### src/pkg/bsc_defines.svh
// shared constants of the branch and skip control unit
// Overview of operation
// - indirect jump loads counter from pointer pair, two cycles, flags kept.
// - indirect call pushes return address, loads pointer, three cycles, flags kept.
// - compare-skip-equal skips next word(s) on equal; 1, 2 or 3 cycles.
// - compare immediate sets Z N V C H from subtraction, one cycle.
// - skip on register bit clear; 1, 2 or 3 cycles, flags kept.
// - skip on register bit set; counter advances 2 or 3 on skip.
// - skip on I/O bit clear; 1, 2 or 3 cycles, flags kept.
// - skip on I/O bit set; 1, 2 or 3 cycles, flags kept.
// - branch on chosen status bit set to counter plus offset plus one.
// - branch on chosen status bit clear to counter plus offset plus one.
// - branch equal when zero flag is one; 1 or 2 cycles.
// - branch not equal when zero flag is zero; 1 or 2 cycles.
// - carry set and lower alias branch when carry is one.
// - carry clear and same-or-higher alias branch when carry is zero.
// - branch minus when negative flag is one; 2 taken, 1 not.
// - branch plus when negative flag is zero; 2 taken, 1 not.
// - signed greater-or-equal branches when N xor V is zero.
// - signed less-than branches when N xor V is one.
`ifndef BSC_DEFINES_SVH
`define BSC_DEFINES_SVH

`define PC_W          16
`define DATA_W        8
`define OFS_W         12
`define BR_OFS_W      7
`define CNT_W         3

`define SB_C          3'd0
`define SB_Z          3'd1
`define SB_N          3'd2
`define SB_V          3'd3
`define SB_H          3'd5
`define SB_I          3'd7
`define I_MASK        8'h80
`define CMP_MASK      8'h2F

`define CYC_ONE       3'd1
`define CYC_TWO       3'd2
`define CYC_THREE     3'd3
`define CYC_FOUR      3'd4

`define PC_STEP_ONE   16'h0001
`define PC_SKIP_SHORT 16'h0002
`define PC_SKIP_LONG  16'h0003

`define RST_PC        16'h0000
`define RST_BYTE      8'h00
`define RST_CNT       3'd0

`endif

### src/pkg/bsc_pkg.sv
// types of the branch and skip control unit
`include "bsc_defines.svh"
package bsc_pkg;
  typedef enum logic [4:0] {
    OP_RELATIVE_JUMP        = 5'h00,
    OP_INDIRECT_JUMP        = 5'h01,
    OP_RELATIVE_CALL        = 5'h02,
    OP_INDIRECT_CALL        = 5'h03,
    OP_SUBROUTINE_RETURN    = 5'h04,
    OP_INTERRUPT_RETURN     = 5'h05,
    OP_COMPARE_SKIP_EQUAL   = 5'h06,
    OP_REGISTER_COMPARE     = 5'h07,
    OP_COMPARE_WITH_CARRY   = 5'h08,
    OP_COMPARE_IMMEDIATE    = 5'h09,
    OP_SKIP_REG_BIT_CLEAR   = 5'h0A,
    OP_SKIP_REG_BIT_SET     = 5'h0B,
    OP_SKIP_IO_BIT_CLEAR    = 5'h0C,
    OP_SKIP_IO_BIT_SET      = 5'h0D,
    OP_BRANCH_STATUS_SET    = 5'h0E,
    OP_BRANCH_STATUS_CLEAR  = 5'h0F,
    OP_BRANCH_EQUAL         = 5'h10,
    OP_BRANCH_NOT_EQUAL     = 5'h11,
    OP_BRANCH_CARRY_SET     = 5'h12,
    OP_BRANCH_CARRY_CLEAR   = 5'h13,
    OP_BRANCH_SAME_OR_HIGHER = 5'h14,
    OP_BRANCH_LOWER         = 5'h15,
    OP_BRANCH_MINUS         = 5'h16,
    OP_BRANCH_PLUS          = 5'h17,
    OP_BRANCH_SIGNED_GE     = 5'h18,
    OP_BRANCH_SIGNED_LT     = 5'h19
  } op_e;

  typedef enum logic [2:0] {
    ST_IDLE = 3'b001,
    ST_POP  = 3'b010,
    ST_WAIT = 3'b100
  } state_e;

  typedef logic [`PC_W-1:0]   addr_t;
  typedef logic [`DATA_W-1:0] byte_t;
endpackage

### src/pkg/cond_if.sv
// carrier between sequencer and condition/flag evaluator
`timescale 1ns/100ps
`default_nettype none
interface cond_if;
  import bsc_pkg::*;
  op_e        op;
  byte_t      rd;
  byte_t      rr;
  byte_t      imm;
  byte_t      io;
  byte_t      status_register;
  logic [2:0] bit_sel;
  logic       cond_true;
  byte_t      flags_new;

  modport eval (
    input  op,
    input  rd,
    input  rr,
    input  imm,
    input  io,
    input  status_register,
    input  bit_sel,
    output cond_true,
    output flags_new
  );
  modport ctl (
    output op,
    output rd,
    output rr,
    output imm,
    output io,
    output status_register,
    output bit_sel,
    input  cond_true,
    input  flags_new
  );
endinterface
`default_nettype wire

### src/hdl/flag_cond_eval.sv
// skip/branch condition and compare flag evaluator
`timescale 1ns/100ps
`default_nettype none
`include "bsc_defines.svh"
module flag_cond_eval (
  cond_if.eval ci
);
  import bsc_pkg::*;

  wire        use_imm   = (ci.op == OP_COMPARE_IMMEDIATE);
  wire        use_carry = (ci.op == OP_COMPARE_WITH_CARRY);
  wire byte_t sub_b     = use_imm ? ci.imm : ci.rr;
  wire        cin       = use_carry & ci.status_register[`SB_C];
  wire byte_t res       = ci.rd - sub_b - {7'h00, cin};
  wire        h_flag    = (~ci.rd[3] & sub_b[3]) | (sub_b[3] & res[3]) | (res[3] & ~ci.rd[3]);
  wire        c_flag    = (~ci.rd[7] & sub_b[7]) | (sub_b[7] & res[7]) | (res[7] & ~ci.rd[7]);
  wire        v_flag    = (ci.rd[7] & ~sub_b[7] & ~res[7]) | (~ci.rd[7] & sub_b[7] & res[7]);
  // carry variant keeps zero only if it was already set, for multi-byte compares
  wire        z_flag    = (res == `RST_BYTE) & (~use_carry | ci.status_register[`SB_Z]);
  wire byte_t upd;

  assign upd[`SB_C] = c_flag;
  assign upd[`SB_Z] = z_flag;
  assign upd[`SB_N] = res[7];
  assign upd[`SB_V] = v_flag;
  assign upd[`SB_H] = h_flag;
  assign upd[4]     = ci.status_register[4];
  assign upd[6]     = ci.status_register[6];
  assign upd[`SB_I] = ci.status_register[`SB_I];

  assign ci.flags_new = upd;

  wire nv = ci.status_register[`SB_N] ^ ci.status_register[`SB_V];

  assign ci.cond_true =
    (ci.op == OP_COMPARE_SKIP_EQUAL)    ? (ci.rd == ci.rr) :
    (ci.op == OP_SKIP_REG_BIT_CLEAR)    ? ~ci.rr[ci.bit_sel] :
    (ci.op == OP_SKIP_REG_BIT_SET)      ? ci.rr[ci.bit_sel] :
    (ci.op == OP_SKIP_IO_BIT_CLEAR)     ? ~ci.io[ci.bit_sel] :
    (ci.op == OP_SKIP_IO_BIT_SET)       ? ci.io[ci.bit_sel] :
    (ci.op == OP_BRANCH_STATUS_SET)     ? ci.status_register[ci.bit_sel] :
    (ci.op == OP_BRANCH_STATUS_CLEAR)   ? ~ci.status_register[ci.bit_sel] :
    (ci.op == OP_BRANCH_EQUAL)          ? ci.status_register[`SB_Z] :
    (ci.op == OP_BRANCH_NOT_EQUAL)      ? ~ci.status_register[`SB_Z] :
    (ci.op == OP_BRANCH_CARRY_SET)      ? ci.status_register[`SB_C] :
    (ci.op == OP_BRANCH_LOWER)          ? ci.status_register[`SB_C] :
    (ci.op == OP_BRANCH_CARRY_CLEAR)    ? ~ci.status_register[`SB_C] :
    (ci.op == OP_BRANCH_SAME_OR_HIGHER) ? ~ci.status_register[`SB_C] :
    (ci.op == OP_BRANCH_MINUS)          ? ci.status_register[`SB_N] :
    (ci.op == OP_BRANCH_PLUS)           ? ~ci.status_register[`SB_N] :
    (ci.op == OP_BRANCH_SIGNED_GE)      ? ~nv :
    (ci.op == OP_BRANCH_SIGNED_LT)      ? nv :
                                          1'b0;
endmodule
`default_nettype wire

### src/hdl/branch_skip_control_unit.sv
// control-flow sequencer: next counter, stack traffic and cycle timing
`timescale 1ns/100ps
`default_nettype none
`include "bsc_defines.svh"
module branch_skip_control_unit #(
  parameter int PC_W = `PC_W
) (
  input  wire logic                 MCLK,
  input  wire logic                 RST,
  input  wire logic                 OP_VALID,
  input  wire bsc_pkg::op_e         OP_CODE,
  input  wire logic [`OFS_W-1:0]    OP_OFFSET,
  input  wire logic [2:0]           OP_BIT,
  input  wire bsc_pkg::byte_t       RD_VALUE,
  input  wire bsc_pkg::byte_t       RR_VALUE,
  input  wire bsc_pkg::byte_t       IMM_VALUE,
  input  wire bsc_pkg::byte_t       IO_VALUE,
  input  wire bsc_pkg::byte_t       STATUS_IN,
  input  wire logic [PC_W-1:0]      POINTER_Z,
  input  wire logic [PC_W-1:0]      PC_CURRENT,
  input  wire logic                 NEXT_TWO_WORD,
  input  wire logic [PC_W-1:0]      STACK_POP_DATA,
  output var  logic                 OP_READY,
  output var  logic                 DONE,
  output var  logic [PC_W-1:0]      PC_NEXT,
  output var  logic [`CNT_W-1:0]    CYCLE_COUNT,
  output var  bsc_pkg::byte_t       STATUS_NEXT,
  output var  logic                 STATUS_WE,
  output var  logic                 STACK_PUSH,
  output var  logic [PC_W-1:0]      STACK_PUSH_DATA,
  output var  logic                 STACK_POP
);
  import bsc_pkg::*;

  cond_if ci ();

  assign ci.op      = OP_CODE;
  assign ci.rd      = RD_VALUE;
  assign ci.rr      = RR_VALUE;
  assign ci.imm     = IMM_VALUE;
  assign ci.io      = IO_VALUE;
  assign ci.status_register    = STATUS_IN;
  assign ci.bit_sel = OP_BIT;

  flag_cond_eval u_eval (
    .ci (ci.eval)
  );

  state_e            state_ff;
  logic [`CNT_W-1:0] cnt_ff;
  logic              ready_ff;
  logic              done_ff;
  logic [PC_W-1:0]   pc_next_ff;
  logic [`CNT_W-1:0] cycles_ff;
  byte_t             status_next_ff;
  logic              status_we_ff;
  logic              we_pend_ff;
  logic              push_ff;
  logic [PC_W-1:0]   push_data_ff;
  logic              pop_ff;

  // operation classes
  wire is_relative_jump  = (OP_CODE == OP_RELATIVE_JUMP);
  wire is_indirect_jump  = (OP_CODE == OP_INDIRECT_JUMP);
  wire is_relative_call = (OP_CODE == OP_RELATIVE_CALL);
  wire is_indirect_call = (OP_CODE == OP_INDIRECT_CALL);
  wire is_ret   = (OP_CODE == OP_SUBROUTINE_RETURN);
  wire is_interrupt_return  = (OP_CODE == OP_INTERRUPT_RETURN);
  wire is_call  = is_relative_call | is_indirect_call;
  wire is_pop   = is_ret | is_interrupt_return;
  wire is_cmp   = (OP_CODE == OP_REGISTER_COMPARE) |
                  (OP_CODE == OP_COMPARE_WITH_CARRY) |
                  (OP_CODE == OP_COMPARE_IMMEDIATE);
  wire is_skip  = (OP_CODE == OP_COMPARE_SKIP_EQUAL) |
                  (OP_CODE == OP_SKIP_REG_BIT_CLEAR) |
                  (OP_CODE == OP_SKIP_REG_BIT_SET) |
                  (OP_CODE == OP_SKIP_IO_BIT_CLEAR) |
                  (OP_CODE == OP_SKIP_IO_BIT_SET);
  wire is_brch  = ~(is_relative_jump | is_indirect_jump | is_call | is_pop | is_cmp | is_skip);

  wire taken    = ci.cond_true;

  // target arithmetic, counter wraps in its own width
  wire [PC_W-1:0] pc_inc   = PC_CURRENT + PC_W'(`PC_STEP_ONE);
  wire [PC_W-1:0] br_ofs   = PC_W'(signed'(OP_OFFSET[`BR_OFS_W-1:0]));
  wire [PC_W-1:0] rj_ofs   = PC_W'(signed'(OP_OFFSET));
  wire [PC_W-1:0] br_tgt   = pc_inc + br_ofs;
  wire [PC_W-1:0] rj_tgt   = pc_inc + rj_ofs;
  // skipped instruction of two words costs one extra word and one extra cycle
  wire [PC_W-1:0] skip_tgt = PC_CURRENT +
                             (NEXT_TWO_WORD ? PC_W'(`PC_SKIP_LONG) : PC_W'(`PC_SKIP_SHORT));

  wire [PC_W-1:0] target =
    (is_relative_jump | is_relative_call)      ? rj_tgt :
    (is_indirect_jump | is_indirect_call)      ? POINTER_Z :
    (is_skip & taken)         ? skip_tgt :
    (is_brch & taken)         ? br_tgt :
                                pc_inc;

  wire [`CNT_W-1:0] op_cycles =
    (is_relative_jump | is_indirect_jump)       ? `CYC_TWO :
    is_call                   ? `CYC_THREE :
    is_pop                    ? `CYC_FOUR :
    (is_skip & taken)         ? (NEXT_TWO_WORD ? `CYC_THREE : `CYC_TWO) :
    (is_brch & taken)         ? `CYC_TWO :
                                `CYC_ONE;

  // only compares and interrupt return ever write the status register
  wire byte_t nxt_status = is_cmp  ? ci.flags_new :
                           is_interrupt_return ? (STATUS_IN | `I_MASK) :
                                     STATUS_IN;
  wire        single     = (op_cycles == `CYC_ONE);
  wire        accept     = OP_VALID & ready_ff & (state_ff == ST_IDLE);
  wire        last_wait  = (state_ff == ST_WAIT) & (cnt_ff == `CYC_ONE);

  always_ff @(posedge MCLK or posedge RST) begin
    if (RST) begin
      state_ff <= ST_IDLE;
      cnt_ff   <= `RST_CNT;
      ready_ff <= 1'b1;
    end else begin
      unique case (state_ff)
        ST_IDLE: begin
          if (accept && !single) begin
            state_ff <= is_pop ? ST_POP : ST_WAIT;
            cnt_ff   <= op_cycles - `CYC_ONE;
            ready_ff <= 1'b0;
          end
        end
        ST_POP: begin
          state_ff <= ST_WAIT;
          cnt_ff   <= cnt_ff - `CYC_ONE;
        end
        ST_WAIT: begin
          cnt_ff <= cnt_ff - `CYC_ONE;
          if (last_wait) begin
            state_ff <= ST_IDLE;
            ready_ff <= 1'b1;
          end
        end
      endcase
    end
  end

  // result registers; pulses fall back to zero every cycle
  always_ff @(posedge MCLK or posedge RST) begin
    if (RST) begin
      done_ff        <= 1'b0;
      status_we_ff   <= 1'b0;
      push_ff        <= 1'b0;
      pop_ff         <= 1'b0;
    end else begin
      done_ff      <= (accept & single) | last_wait;
      status_we_ff <= (accept & single & is_cmp) | (last_wait & we_pend_ff);
      push_ff      <= accept & is_call;
      pop_ff       <= accept & is_pop;
    end
  end

  always_ff @(posedge MCLK or posedge RST) begin
    if (RST) begin
      pc_next_ff     <= `RST_PC;
      cycles_ff      <= `RST_CNT;
      status_next_ff <= `RST_BYTE;
      we_pend_ff     <= 1'b0;
      push_data_ff   <= `RST_PC;
    end else if (accept) begin
      pc_next_ff     <= target;
      cycles_ff      <= op_cycles;
      status_next_ff <= nxt_status;
      we_pend_ff     <= is_interrupt_return;
      push_data_ff   <= pc_inc;
    end else if (state_ff == ST_POP) begin
      // stack answers in the same cycle as the pop strobe
      pc_next_ff     <= STACK_POP_DATA;
    end
  end

  assign OP_READY        = ready_ff;
  assign DONE            = done_ff;
  assign PC_NEXT         = pc_next_ff;
  assign CYCLE_COUNT     = cycles_ff;
  assign STATUS_NEXT     = status_next_ff;
  assign STATUS_WE       = status_we_ff;
  assign STACK_PUSH      = push_ff;
  assign STACK_PUSH_DATA = push_data_ff;
  assign STACK_POP       = pop_ff;
endmodule
`default_nettype wire

### config.mk
export PLATFORM = sky130hd
export DESIGN_NAME = branch_skip_control_unit
export DESIGN_NICKNAME = d
export VERILOG_FILES = /design/src/pkg/bsc_pkg.sv /design/src/pkg/cond_if.sv /design/src/hdl/flag_cond_eval.sv /design/src/hdl/branch_skip_control_unit.sv
export VERILOG_INCLUDE_DIRS = /design/src /design/src/pkg
export SDC_FILE = /design/constraint.sdc
export NUM_CORES = 1
export LEC_CHECK = 0
export BUFFER_PORTS_ARGS = -buffer_cell sky130_fd_sc_hd__buf_2
export CORE_MARGIN = 3
export CORE_UTILIZATION = 40
export CTS_CLUSTER_DIAMETER = 200
export DETAILED_ROUTE_END_ITERATION = 12
export PLACE_DENSITY = 0.75
export SLEW_MARGIN = 20
export SYNTH_ARGS = -nofsm -noshare
export SYNTH_HDL_FRONTEND = slang
export SYNTH_SLANG_ARGS = --single-unit
export TNS_END_PERCENT = 30
### constraint.sdc
create_clock -name MCLK -period 2.45 [get_ports MCLK]
set_clock_uncertainty 0.1 [all_clocks]
set_input_delay 0.3675 -clock MCLK [delete_from_list [all_inputs] [get_ports MCLK]]
set_output_delay 0.3675 -clock MCLK [all_outputs]
set_load 0.03 [all_outputs]
== Word-level counts from Yosys, hierarchy flattened ==
Index checks and enable logic that the tools add are counted.
Widths: inputs -> output; s select.

* Logic and storage cells: 169
* Output and inout bits: 48
* Memory bits (writable): 0
* Memories: 0
* Register bits: 55
* Input port bits: 112
* Bits in read-only memories: 0
* Latch bits: 0

* Reductions and logical operators: 9
* Eq/ne operators: 33
* Divide/modulo/power cells: 0
* Add/subtract/negate cells: 8
* Bitwise operators: 58
* Shift operators: 0
* $lt $le $gt $ge: 1
* Multiply operators: 0
* Multiplexer cells: 48

{| class="wikitable"
|+ Operator list
! cell !! count
|-
| $mux 16 || 6
|-
| $eq 5x5->1 const B || 10
|-
| $eq 5x4->1 const B || 8
|-
| $add 16x16->16 || 2
|-
| $mux 1 || 24
|-
| $mux 8 || 3
|-
| $or 1x1->1 || 23
|-
| $and 1x1->1 || 21
|-
| $mux 3 || 7
|-
| $eq 5x3->1 const B || 4
|-
| $add 16x1->16 const B || 1
|-
| $add 16x2->16 || 1
|-
| $not 1->1 || 13
|-
| $eq 5x2->1 const B || 2
|-
| $bmux 1 s3 || 3
|-
| $eq 3x1->1 const B || 3
|-
| $pmux 3 s3 || 1
|-
| $eq 8x8->1 || 1
|-
| $logic_not 8->1 || 1
|-
| $sub 8x1->8 || 1
|-
| $sub 8x8->8 || 1
|-
| $pmux 3 s2 || 1
|-
| $sub 3x1->3 const B || 2
|-
| $eq 5x1->1 const B || 1
|-
| 15 further kinds || 17
|}

== Longest topological paths before layout ==
* Word-level depth: 29
* Gate-level depth with buffers: 16
* Mapped depth without buffers: 15

== Modules after synthesis ==
A second synthesis with hierarchy kept.

* Cells, all modules: 754
* Area, all modules: 6009.5 µm²

{| class="wikitable"
|+ Modules (own cells, without submodules)
! module !! area an instance (µm²) !! cells each !! seq. area each (µm²) !! times used
|-
| branch_skip_control_unit || 4759.6 || 594 || 1378.8 || 1
|-
| flag_cond_eval || 1249.9 || 160 || 0.0 || 1
|}

== Least setup slack after synthesis ==
Ideal clock, no wire load.

* Kind: input port to flip-flop
* From: in PC_CURRENT[3]
* To: reg pc_next_ff[15] (netlist: PC_NEXT[15])
* Library setup time: 0.077 ns
* Arrival: 3.449 ns
* Setup slack: -1.176 ns
* Cell stages on the path: 16
* Path buffers: 3
* Data required time: 2.273 ns
* Cell sequence: clkbuf_1 nand3_1 or2_2 clkbuf_1 xnor2_1 ha_1 nor4_1 o21ai_0 and3_1 clkbuf_1 a2111oi_0 o21ai_0 xor2_1 and3_1 a2111o_1 a21oi_1

* Longest elaborated chain between the ends: 7
* Elaborated cells between the ends (all ways): 9
* Classes of those cells: 4 x add/sub; 5 x mux

{| class="wikitable"
|+ Ends and longest elaborated chain
! element !! RTL line !! RTL
|-
| start, declared || branch_skip_control_unit.sv:20 || <nowiki>input wire logic [PC_W-1:0] PC_CURRENT,</nowiki>
|-
| $add 16x1->16 (*) || branch_skip_control_unit.sv:84 || <nowiki>wire [PC_W-1:0] pc_inc = PC_CURRENT + PC_W'(`PC_STEP_ONE);</nowiki>
|-
| net pc_inc[6] || branch_skip_control_unit.sv:84 ||
|-
| $add 16x16->16 || branch_skip_control_unit.sv:87 || <nowiki>wire [PC_W-1:0] br_tgt = pc_inc + br_ofs;</nowiki>
|-
| $mux 16 || branch_skip_control_unit.sv:97 || <nowiki>(is_brch & taken) ? br_tgt :</nowiki>
|-
| $mux 16 || branch_skip_control_unit.sv:96 || <nowiki>(is_skip & taken) ? skip_tgt :</nowiki>
|-
| $mux 16 || branch_skip_control_unit.sv:95 || <nowiki>(is_indirect_jump | is_indirect_call) ? POINTER_Z :</nowiki>
|-
| $mux 16 (*) || branch_skip_control_unit.sv:94 || <nowiki>(is_relative_jump | is_relative_call) ? rj_tgt :</nowiki>
|-
| $mux 16 (*) || branch_skip_control_unit.sv:167 || <nowiki>end else if (accept) begin</nowiki>
|-
| end signal, assigned || branch_skip_control_unit.sv:162 || <nowiki>pc_next_ff <= `RST_PC;</nowiki>
|-
| end signal, assigned || branch_skip_control_unit.sv:168 || <nowiki>pc_next_ff <= target;</nowiki>
|-
| end, declared || branch_skip_control_unit.sv:53 || <nowiki>logic [PC_W-1:0] pc_next_ff;</nowiki>
|}

The timed path passes the listed nets; every way through them passes the cells marked *.
A chain may end at the register's enable or synchronous reset.

== Final worst setup path ==
* From: in PC_CURRENT[1]
* To: reg pc_next_ff[15] (netlist: PC_NEXT[15])

Same word-level chain as after synthesis.

==> impl_metrics.ini <==
[outcome]
status = finished, violations left
violations = negative setup slack

[detailed_routing]
drt-total-wl_um = 23960
drtAntennaViolNets = 0
drt_first_iter_violations = 787
drt-pass1-iter-count = 5
vias = 7264
wl_per_cell_um = 18.89
drc_errors = 0
avgViaCountPerCell = 5.729

[hold_path]
hold_end = STATUS_NEXT[6]$_DFFE_PP0P_
min_path_cells = 3
worstHoldStart = STATUS_IN[6]
min-delay-path-class = in2reg

[sta]
setup_viol = 30
setup_slack_ns = -0.5656
setup_tns_ns = -9.880
maxSlewHeadroom_pct = 56.97
period_minus_slack_ns = 3.016
worst_pin_slew_ns = 0.6455
finalHoldViolations = 0
rsz0062_at_grt = true
fmax_mhz = 331.6
post-route-period-util_pct = 123.1
finalMaxSlewViolations = 0

[final_layout]
postLayoutCoreUtil_pct = 66.25
layout_common_cells = buf_4 (199), buf_2 (151), nand2_1 (122), dfrtp_1 (53), nor2_1 (50)
drive_gt1_share_pct = 47.01
final_nets = 1245
mostFrequentLayoutCell = buf_4
syn2layout_area_growth_pct = 60.81

[floorplanning]
coreArea_mm2 = 0.01399
die_h_um = 126.0
start_util_pct = 41.20
num_rows = 43
die_x_um = 126.0
die_area_mm2 = 0.01588
io_pins = 160

[pwr]
combPwrFrac_pct = 49.4
intPower_mw = 2.135
seqPwrFrac_pct = 27.3
power_mw = 3.336
swShare_pct = 36.02
clockPowerShare_pct = 23.3
p_sw_mw = 1.202
powerDensity_mw_per_mm2 = 360.0
max-vdd-ir-drop_uv = 295.7
power.leakage_nw = 4.551

[worst_setup_path]
cp_cell_sequence = buf_8 -> ha_4 -> nand3_4 -> or2_4 -> nor2_4 -> xor2_2 -> ha_4 -> buf_6 -> nand2_4 -> nor2_4 -> a2111oi_4 -> o21ai_2 -> xor2_1 -> and3_1 -> a2111o_1 -> a21oi_1
path_max_fanout = 4
r2r-end = PC_NEXT[13]$_DFFE_PP0P_
reg2reg_depth = 7
ff2ff_setup_slack_ns = 0.19
cp-end-kind = flip-flop
cp.required_ns = 2.58
crit_type = in2reg
arrival_ns = 3.15
r2r-start = state_ff[0]$_DFFE_PP1P_
crit_slowest_cell = a2111oi_4
startpoint_type = primary input
cpPeakStageDelay_ns = 0.39

[yosys]
synthDistinctLibCells = 66
synth_top_area_share_pct = 23.01
yosys_most_used_dff = dfrtp_1
async_flop_share_pct = 100.0
syn_inst = 735
ys_seq_area_share_pct = 23.93
synthSimpleGateAreaFrac_pct = 22.12
yosysWarnings = 0
synthMuxAreaShare_pct = 7.990
synth.top_cells.by_area = dfrtp_1 (23%), ha_1 (9.6%), nand2_1 (8.3%), xor2_1 (5.3%), xnor2_1 (4.7%)
yosysTopAreaCell = dfrtp_1
synth_area_per_cell_um2 = 7.841
synth_top_family_by_area = simple AND/OR/NAND/NOR gates
syn-cell-area_mm2 = 0.005763
ys_ff_latch = 55
synth_compound_area_share_pct = 20.04
synth-edff-count = 0
synth_xor_area_share_pct = 10.42
synth_fp_nets = 894
synthAdderAreaFrac_pct = 10.59

[clocking]
clk_path_buf_depth = 2
path_clk_slew_ns = 0.08
cts_sinks = 55
cts_tree = yes
cts-buffers-inserted = 5
clkLatencyLatePin_ns = 0.30
htreeDepth = 2
root_buffer = clkbuf_16

[grt]
grtUsageTotal_pct = 27.30
antenna_found_initial = 2
overflow = 0
grt_max_degree = 43
grt_pass1_wl_um = 35310
grt_pass1_vias = 7079

[place]
dp_hpwl_um = 16630
post-place-ws_ns = -0.9497
numPortBuffers = 159
place_congestion = 1.018

[run]
max_cap_viol_count = 0
## metal layers
layer  vias up  global-route usage (%)  wire length, um
li1       3309                       -                -
met1      3373                   35.24             9254
met2       445                   44.35            11160
met3       133                   5.004             2121
met4         4                   12.81             1391
met5         -                       0               27
## kinds of logic (layout without fill, tap and decap cells)
group,count (synthesis),in the layout
AND/OR/NAND/NOR,282,282
AO/OA/AOI/OAI,181,181
XOR/XNOR,67,67
buffers and inverters,67,419
flip-flops,55,55
adder cells (fa/ha/maj),47,47
multiplexers,36,36
other,0,1
## power groups by stage
stage | clock [mW] | sequential [mW] | combinational (mW)
final | 0.776 | 0.912 | 1.65
after global routing | 0.818 | 0.912 | 1.76
after CTS | 0.782 | 0.912 | 1.49
after detailed placement | 0 | 0.930 | 1.34
after global placement | 0 | 0.930 | 1.31
after floorplan | 0 | 0.934 | 0.757
## worst max path at each step
stage,start,end,slack [ns],depth (start not counted)
finish,PC_CURRENT[1],PC_NEXT[15]$_DFFE_PP0P_,-0.57,16
global route,PC_CURRENT[1],PC_NEXT[15]$_DFFE_PP0P_,-0.62,16
CTS,PC_CURRENT[1],PC_NEXT[15]$_DFFE_PP0P_,-0.47,15
detailed placement,OP_BIT[1],cnt_ff[0]$_DFFE_PP0P_,-0.95,14
global placement,PC_CURRENT[0],PC_NEXT[15]$_DFFE_PP0P_,-0.81,15
floorplan,PC_CURRENT[0],PC_NEXT[15]$_DFFE_PP0P_,-0.69,16
## final cells by class
class                      instances  area [um^2]
multi-input combinational        613         4796
fill                            1062         4721
timing repair buffer             376         2582
sequential                        55         1379
tap                              180        225.2
inverter                          35        131.4
clock buffer                       5        125.1
clock inverter                     3        26.28
antenna                            1        2.502
## metrics by stage
step                cell area (um^2)  hold WS (ns)  std cells
floorplan                       6073        0.3502        735
global placement                8290        0.2979       1226
detailed placement              8290        0.3034       1226
CTS                             9012        0.1837       1260
global route                    9265        0.1995       1267
finish                          9268        0.1898       1268
## cells in the mapped netlist (4+ instances only)
| master | instances |
|---|---|
| buf_2 | 4 |
| nand3_1 | 13 |
| a211oi_1 | 11 |
| and3_1 | 8 |
| o21bai_1 | 5 |
| xor2_1 | 35 |
| or2_2 | 5 |
| dfrtp_1 | 53 |
| a31oi_1 | 9 |
| nand2_1 | 128 |
| inv_1 | 35 |
| clkbuf_1 | 23 |
| a21o_1 | 9 |
| nand2b_1 | 14 |
| or3_1 | 6 |
| mux4_2 | 7 |
| nor2b_1 | 9 |
| nor2_1 | 60 |
| nand4_1 | 10 |
| o21ai_1 | 4 |
| a21oi_1 | 45 |
| xnor2_1 | 31 |
| o21ai_0 | 52 |
| and2_1 | 4 |
| nor4_1 | 6 |
| nor3_1 | 12 |
| mux2_2 | 10 |
| ha_1 | 44 |
| mux2i_1 | 19 |
| o22ai_1 | 7 |
## timing repair
action / in CTS / in global routing
hold buffers: 1 / 0
pin swaps: 70 / 28
setup buffers: 26 / 7
endpoints found under the hold margin: 18 / 0
endpoints found under the setup margin: 32 / 32
resized for setup: 92 / 43
## registers in the layout, indices dropped and copies added (netlist names)
register,flops
CYCLE_COUNT,3
DONE,1
OP_READY,1
PC_NEXT,16
STACK_POP,1
STACK_PUSH,1
STACK_PUSH_DATA,16
STATUS_NEXT,8
STATUS_WE,1
cnt_ff,3
state_ff,3
we_pend_ff,1
## worst max-delay path, delay by kind of cell
family	cells	cell delay, ns
AOI/OAI and AO/OA	4	0.98
buffers and inverters	2	0.21
and+or+nand+nor	6	0.76
xor gates and xnor gates	2	0.41
adders and majority gates	2	0.40
Power figures use the tool's default switching activity.
